File: src/adp_pkg.sv
// package of constants and types for the adc serial readout port
`default_nettype none

package adp_pkg;

  // serial word layout
  localparam int unsigned WORD_BITS = 24;
  localparam int unsigned RES_BITS  = 18;        // sign_flag plus 17 result bits
  localparam int unsigned SIN_BITS  = 16;
  localparam int unsigned CNT_W     = 5;
  localparam int unsigned DIV_W     = 5;

  localparam logic [CNT_W-1:0] CNT_LAST   = 5'h18;  // 24 clock pulses per word
  localparam logic [CNT_W-1:0] CNT_CHAN   = 5'h08;  // bits needed for a channel update
  localparam logic [CNT_W-1:0] CNT_CFG    = 5'h10;  // bits needed for a config update
  localparam logic [CNT_W-1:0] CNT_SIN    = 5'h10;  // input bits captured

  // input word fields, index into the capture register
  localparam int unsigned PRE_MSB  = 15;
  localparam int unsigned PRE_LSB  = 13;
  localparam int unsigned CHAN_MSB = 12;
  localparam int unsigned CHAN_LSB = 8;
  localparam int unsigned EN2_POS  = 7;
  localparam int unsigned CFG_MSB  = 6;
  localparam logic [2:0]  PRE_APPLY = 3'h5;          // preamble 101

  // values after reset: ch0 positive, ch1 negative, 50/60 Hz, 1x rate, gain 1
  localparam logic [4:0] CHAN_RST = 5'h00;
  localparam logic [6:0] CFG_RST  = 7'h00;
  localparam logic       STATUS_RST = 1'b1;  // reset leaves a conversion running, status busy

  // clamp codes for out-of-range inputs
  localparam logic [RES_BITS-1:0] RES_OVER  = 18'h3_0000;
  localparam logic [RES_BITS-1:0] RES_UNDER = 18'h0_FFFF;

  // internal serial clock rate
  localparam int unsigned CLK_PERIOD_NS   = 25;
  localparam int unsigned SCK_HALF_NS     = 500;
  localparam int unsigned SCK_HALF_CYC_I  = (SCK_HALF_NS + CLK_PERIOD_NS - 1) / CLK_PERIOD_NS;
  localparam logic [DIV_W-1:0] SCK_HALF_CYC = DIV_W'(SCK_HALF_CYC_I);

  // converter cycle, gray coded along conv -> sleep -> transfer
  typedef enum logic [1:0] {
    ADP_CONV  = 2'h0,
    ADP_SLEEP = 2'h1,
    ADP_XFER  = 2'h3
  } adp_state_t;

  typedef struct packed {
    adp_state_t            st;
    logic [CNT_W-1:0]      cnt;
    logic [DIV_W-1:0]      div;
    logic                  isck;
    logic                  ext;
    logic                  mode_seen;
    logic                  cs_d;
    logic                  sck_d;
    logic [WORD_BITS-1:0]  word;
    logic [SIN_BITS-1:0]   sin;
    logic [4:0]            chan;
    logic [6:0]            cfg;
    logic                  start;
    logic                  serial_out_line;
    logic                  sdo_oe;
    logic                  sck_oe;
  } adp_regs_t;

endpackage

`default_nettype wire

File: src/adp_sync.sv
// two-flop synchroniser bank for the serial pins
`timescale 1ns/10ps
`default_nettype none

module adp_sync #(
  parameter int unsigned W = 3
) (
  // clock and reset
  input  wire logic         i_clk_sys,
  input  wire logic         i_rst,
  // pins in, synchronised levels out
  input  wire logic [W-1:0] i_async,
  output var  logic [W-1:0] o_sync
);

  logic [W-1:0] meta_r;

  // first stage feeds only the second stage; reset to the idle-high pin levels
  always_ff @(posedge i_clk_sys or posedge i_rst)
  begin
    if (i_rst)
    begin
      meta_r <= '1;
      o_sync <= '1;
    end
    else
    begin
      meta_r <= i_async;
      o_sync <= meta_r;
    end
  end

endmodule

`default_nettype wire

File: src/adp_port.sv
// serial readout and control port of a delta-sigma converter
//
// Behaviour
// - output bits change on serial clock fall
// - input sampled on rise, transfer state only
// - clock pin level picks internal/external clock
// - chip select high: output off, clock ignored
// - status on output: high converting, low ready
// - status drops when conversion completes, no clock
// - sleep holding result until chip select falls
// - new conversion after 24 bits or abort
// - word: status, zero, sign, 17 bits, padding
// - four lowest bits zero, result lsb bit 4
// - sign high for zero or positive input
// - sign and msb pair flag over/under range
// - out-of-range results clamped one lsb beyond
// - host reads status first, last on 24th
// - 24th fall drives output high
// - early select rise returns to sleep
// - power-up defaults ch0/ch1, 50/60, 1x, gain 1
// - preamble 101 applies settings, else keep
`timescale 1ns/10ps
`default_nettype none

module adp_port
  import adp_pkg::*;
(
  // clock and reset
  input  wire logic                i_clk_sys,
  input  wire logic                i_rst,
  // serial pins from the host
  input  wire logic                i_cs_n,
  input  wire logic                i_serial_clk,
  input  wire logic                i_serial_in_line,
  // serial pins to the host
  output logic                     o_serial_out_line,
  output logic                     o_serial_out_line_oe,
  output logic                     o_serial_clk,
  output logic                     o_serial_clk_oe,
  // converter core
  input  wire logic                i_conv_done,
  input  wire logic [RES_BITS-1:0] i_conv_data,
  input  wire logic                i_conv_over,
  input  wire logic                i_conv_under,
  output logic                     o_conv_start,
  output logic [4:0]               o_chan_sel,
  output logic [6:0]               o_conv_cfg,
  output logic                     o_ext_clk_mode
);

  adp_regs_t  s_r;
  adp_regs_t  s_nxt;
  logic [2:0] pins_s;
  logic       cs_s;
  logic       sck_s;
  logic       sdi_s;
  logic       tick;
  logic       int_run;
  logic       int_rise;
  logic       int_fall;
  logic       rise;
  logic       fall;
  logic       go;

  // result word: status low, filler_zero_bit, clamped result, zero padding
  function automatic logic [WORD_BITS-1:0] build_word(
    input logic [RES_BITS-1:0] data,
    input logic                over,
    input logic                under
  );
    logic [RES_BITS-1:0] res;
    res = over ? RES_OVER : (under ? RES_UNDER : data);
    build_word = {2'h0, res, 4'h0};
  endfunction

  // every pin passes two flops before use
  adp_sync #(.W(3)) u_sync (
    .i_clk_sys (i_clk_sys),
    .i_rst     (i_rst),
    .i_async   ({i_cs_n, i_serial_clk, i_serial_in_line}),
    .o_sync    (pins_s)
  );

  assign cs_s  = pins_s[2];
  assign sck_s = pins_s[1];
  assign sdi_s = pins_s[0];

  // next-state logic for the whole port
  always_comb
  begin
    s_nxt       = s_r;
    s_nxt.start = 1'b0;
    s_nxt.cs_d  = cs_s;
    s_nxt.sck_d = sck_s;
    go          = 1'b0;
    // a floating pin reads high and means internal clock
    if (!s_r.mode_seen || (s_r.cs_d && !cs_s))
    begin
      s_nxt.mode_seen = 1'b1;
      s_nxt.ext       = !sck_s;
    end
    // internal clock: stops after 24 pulses, high phase finished unless select rises during it
    tick     = (s_r.div == SCK_HALF_CYC - 5'h01);
    int_run  = (s_r.st == ADP_XFER) && !s_r.ext && !cs_s
               && ((s_r.cnt < CNT_LAST) || s_r.isck);
    s_nxt.div = (int_run && !tick) ? s_r.div + 5'h01 : 5'h00;
    int_rise = int_run && tick && !s_r.isck;
    int_fall = int_run && tick && s_r.isck;
    if (int_rise)
    begin
      s_nxt.isck = 1'b1;
    end
    if (int_fall)
    begin
      s_nxt.isck = 1'b0;
    end
    // clock activity counts only in transfer with select low
    rise = (s_r.st == ADP_XFER) && !cs_s
           && (s_r.ext ? (sck_s && !s_r.sck_d) : int_rise);
    fall = (s_r.st == ADP_XFER) && !cs_s
           && (s_r.ext ? (!sck_s && s_r.sck_d) : int_fall);
    case (s_r.st)
      ADP_CONV:
      begin
        if (i_conv_done)
        begin
          s_nxt.st   = ADP_SLEEP;
          s_nxt.word = build_word(i_conv_data, i_conv_over, i_conv_under);
        end
      end
      ADP_SLEEP:
      begin
        if (!cs_s)
        begin
          s_nxt.st   = ADP_XFER;
          s_nxt.cnt  = '0;
          s_nxt.sin  = '0;
          s_nxt.isck = 1'b0;
        end
      end
      ADP_XFER:
      begin
        if (cs_s)
        begin
          // select rise before the first rise keeps the result
          if (s_r.cnt == '0)
          begin
            s_nxt.st = ADP_SLEEP;
          end
          else
          begin
            go = 1'b1;
          end
        end
        else
        begin
          if (rise && (s_r.cnt < CNT_LAST))
          begin
            s_nxt.cnt = s_r.cnt + 5'h01;
            if (s_r.cnt < CNT_SIN)
            begin
              s_nxt.sin[4'(PRE_MSB) - s_r.cnt[3:0]] = sdi_s;
            end
          end
          if (fall && (s_r.cnt != '0))
          begin
            if (s_r.cnt == CNT_LAST)
            begin
              go = 1'b1;
            end
            else
            begin
              s_nxt.word = {s_r.word[WORD_BITS-2:0], 1'b0};
            end
          end
        end
      end
      default:
      begin
        s_nxt.st = ADP_CONV;
      end
    endcase
    // start a conversion; settings only move with a full preamble 101
    if (go)
    begin
      s_nxt.st    = ADP_CONV;
      s_nxt.start = 1'b1;
      s_nxt.isck  = 1'b0;
      if ((s_r.sin[PRE_MSB:PRE_LSB] == PRE_APPLY) && (s_r.cnt >= CNT_CHAN))
      begin
        s_nxt.chan = s_r.sin[CHAN_MSB:CHAN_LSB];
      end
      if ((s_r.sin[PRE_MSB:PRE_LSB] == PRE_APPLY) && (s_r.cnt >= CNT_CFG)
          && s_r.sin[EN2_POS])
      begin
        s_nxt.cfg = s_r.sin[CFG_MSB:0];
      end
    end
    // output pin: status outside transfer, word msb inside it
    case (s_nxt.st)
      ADP_CONV:  s_nxt.serial_out_line = 1'b1;
      ADP_SLEEP: s_nxt.serial_out_line = 1'b0;
      default:   s_nxt.serial_out_line = s_nxt.word[WORD_BITS-1];
    endcase
    s_nxt.sdo_oe = !cs_s;
    s_nxt.sck_oe = (s_nxt.st == ADP_XFER) && !s_nxt.ext && !cs_s;
  end

  // single state register; reset leaves a conversion running on defaults
  always_ff @(posedge i_clk_sys or posedge i_rst)
  begin
    if (i_rst)
    begin
      s_r      <= '0;
      s_r.chan <= CHAN_RST;
      s_r.cfg  <= CFG_RST;
      s_r.serial_out_line  <= STATUS_RST;
      s_r.cs_d  <= 1'b1;  // idle pin levels, so no false edge follows reset
      s_r.sck_d <= 1'b1;
    end
    else
    begin
      s_r <= s_nxt;
    end
  end

  assign o_serial_out_line    = s_r.serial_out_line;
  assign o_serial_out_line_oe = s_r.sdo_oe;
  assign o_serial_clk         = s_r.isck;
  assign o_serial_clk_oe      = s_r.sck_oe;
  assign o_conv_start         = s_r.start;
  assign o_chan_sel           = s_r.chan;
  assign o_conv_cfg           = s_r.cfg;
  assign o_ext_clk_mode       = s_r.ext;
endmodule

`default_nettype wire

File: config.mk
export PLATFORM = sky130hd
export DESIGN_NAME = adp_port
export DESIGN_NICKNAME = d
export VERILOG_FILES = /design/src/adp_pkg.sv /design/src/adp_sync.sv /design/src/adp_port.sv
export SDC_FILE = /design/constraint.sdc
export NUM_CORES = 1
export LEC_CHECK = 0
export ABC_AREA = 1
export ABC_CLOCK_PERIOD_IN_PS = 2500
export BUFFER_PORTS_ARGS = -buffer_cell sky130_fd_sc_hd__buf_2
export CORE_ASPECT_RATIO = 0.7
export CORE_MARGIN = 10
export CORE_UTILIZATION = 50
export CTS_CLUSTER_DIAMETER = 80
export DETAILED_ROUTE_END_ITERATION = 12
export PLACE_DENSITY = 0.67
export SLEW_MARGIN = 40
export SYNTH_ARGS = -nofsm -noshare
export SYNTH_HDL_FRONTEND = slang
export SYNTH_HIERARCHICAL = 1
export SYNTH_SLANG_ARGS = --single-unit
File: constraint.sdc
create_clock -name i_clk_sys -period 2.5 [get_ports i_clk_sys]
set_input_delay 0.375 -clock i_clk_sys [delete_from_list [all_inputs] [get_ports i_clk_sys]]
set_output_delay 0.375 -clock i_clk_sys [all_outputs]
set_load 0.02 [all_outputs]
==> metrics.txt <==
outcome=finished clean; core area=0.00801 mm^2; largest net degree at the start of global routing=73; sequential area share after synthesis=46.9%; Max Clk Rate=436 MHz; Die Y=96.5 um; Final Hold Fails=0; Routed Antenna Nets=0; top cells by area, synth=dfrtp_1 (41%), nand2_1 (13%), dfstp_2 (5.7%), nand3_1 (5.0%), nor2_1 (3.6%); fin nets=583; TritonCTS clock tree=built; full die area=0.0125 mm^2; VDD IR-drop max=538 uV; DRC errors left=0; routability congestion estimate from global placement=0.898; critical path endpoint category=flip-flop; antenna violations before repair=0; CP max FO=31; critical path class=reg -> reg; post-synthesis instance area=0.00418 mm^2; DP HPWL=6560 um; first-pass GRT wire length=16000 um; CTS H-tree lvls=3; vias per inst=5.28; Yosys warnings=6; worst path required time=2720 ps; Critical R2R Capture=s_r[37]$_DFFE_PP0P_; Setup crit start kind=flip-flop; most frequent CP cell=nor2_1; first drt pass iteration count=4; Area Overhead vs Synth=13.3%; Reg2Reg Depth=14; die width=129 um; Final WS setup=206 ps; syn avg cell area=8.15 um^2; Largest stage delay, worst path=380 ps; MaxCap Viol Count=0; Power Dens Cells=904 mW/mm^2; biggest area consumer among synthesized cells=dfrtp_1; Yosys top cell area share=41.3%; fill cell count=742; starting DRC count in detailed routing=255; Inserted Clock Buffers=9; most common cell after layout, fill and taps aside=nand2_1; Hold Path Class=in -> async; Yosys cell types=42; IO buf count=43; vias=3443; num ports=44; Pwr Total=0.00428 W; ANT cells=0; Yosys reg bits=78; CTS root buffer=clkbuf_16; total negative setup slack=0 ps; Crit-path slowest cell=dfrtp_1; clock sinks=78; vias in the first global route=3169; max-slew violation count=0; routed wire length=9530 um; most frequent cells in the layout=nand2_1 (146), dfrtp_1 (69), buf_2 (43); Rows=27; worst-case clock buffer depth=2; layout cells sized above 1=19.6%; CP arrival=2520 ps; total grt overflow=0; Net Count, Synth=550; Total GRT Usage=15.9%; Leakage=2.30 nW; slew at the pin with the worst max-slew slack=663 ps; worst skew pair latency=340 ps; min cycle time layout=2290 ps; period utilization=91.8%; pre-CTS setup slack=195 ps; starting density of the core=52.2%; clock skew=6.48 ps; Final Setup Violations=0; max_slew headroom=55.8%; Worst-path clk slew=60 ps; crit path cell chain=ha_2 -> nand2_2 -> inv_1 -> o211ai_1 -> nor2_1 -> ha_1 -> nor2_1 -> nor2_4 -> nand3_2 -> o21ai_2 -> nand2_4 -> buf_12 -> nand2_1 -> o21ai_0; Routed wire per std cell=14.6 um; Post-Syn Instances=513; R2R Setup Slk=210 ps; R2R Path Start=s_r[72]$_DFF_PP0_
cells in the mapped netlist (all sizes together):
cell / number
dfrtp: 69
and2: 1
o21bai: 1
or2: 2
conb: 1
buf: 32
inv: 39
xnor2: 1
o211ai: 1
a21oi: 8
nand3: 45
nand3b: 1
a211oi: 1
o21ai: 56
ha: 11
nand2: 150
clkbuf: 5
dfstp: 9
o22ai: 18
o21a: 1
clkinv: 1
nand4: 11
nor3: 1
xor2: 4
nor2: 44
through the flow:
stage	instance area, um^2	hold slack, ps	util (%)	std cells
CTS	4670	126	58.3	646
global placement	4400	345	54.9	630
floorplan	4180	345	-	513
detailed placement	4400	348	54.9	630
finish	4740	106	59.2	652
global route	4740	126	59.2	652
cell families (layout without fill, tap and decap cells):
logic type	Yosys count	in the layout	share of synthesized area [%]
AO/OA/AOI/OAI	86	86	12.1
XOR/XNOR	5	5	1.05
adder cells (fa/ha/maj)	11	11	3.29
buffers and inverters	77	115	9.36
flip-flops	78	78	46.9
other	1	1	0.0897
AND/OR/NAND/NOR	255	255	27.2
sequential cells by signal (all words and copies together), names as in the netlist:
signal / cells
u_sync/o_sync: 3
o_conv_cfg: 7
o_serial_out_line_oe: 1
o_conv_start: 1
o_serial_clk: 1
o_chan_sel: 5
o_serial_out_line: 1
o_ext_clk_mode: 1
s_r: 54
o_serial_clk_oe: 1
u_sync/meta_r: 3
worst max-delay path: cells and delay by family (launching register included):
family / cells / cell delay [ps]
simple gates: 7 / 780
buf+inv: 2 / 260
flops: 1 / 380
compound gates: 3 / 350
fa+ha+maj: 2 / 390
area by class of cell:
type	instances	area, um^2	area share (%)
flip-flops and latches	78	1960	41.4
well taps	101	126	2.67
multi-input cells	358	1840	38.8
repair buffers	59	385	8.13
clock inverters	2	10.0	0.211
inverters	40	150	3.17
clock buffers	14	264	5.57
layer usage:
| layer | global-route usage, % | wire length, um |
|---|---|---|
| met1 | 23.5 | 4890 |
| met2 | 21.8 | 4020 |
| met3 | 4.46 | 529 |
| met4 | 4.91 | 93 |
| met5 | 0 | 0 |
what timing repair did:
item,in CTS,in global routing
buffers inserted,0,5
endpoints found under the hold margin,0,0
setup endpoints to repair,0,18
hold buffers,0,0
resized for setup,0,6
power breakdown:
part / switching, W / internal [W]
combinational: 0.00101 / 0.000571
sequential: 0.0000790 / 0.00141
clock: 0.000495 / 0.000724
total: 0.00158 / 0.00270
worst max-delay path by stage:
stage	to	from	slack (ps)
after floorplan	o_chan_sel[0]$_DFFE_PP0P_	i_rst	310
after global placement	s_r[53]$_DFFE_PP0P_	u_sync/o_sync[2]$_DFF_PP1_	340
after detailed placement	o_serial_out_line$_DFF_PP1_	u_sync/o_sync[2]$_DFF_PP1_	190
after CTS	s_r[53]$_DFFE_PP0P_	s_r[72]$_DFF_PP0_	180
after global routing	s_r[18]$_DFFE_PP0P_	s_r[72]$_DFF_PP0_	-10
final	s_r[37]$_DFFE_PP0P_	s_r[72]$_DFF_PP0_	210
(Power assumes the default switching activity.)
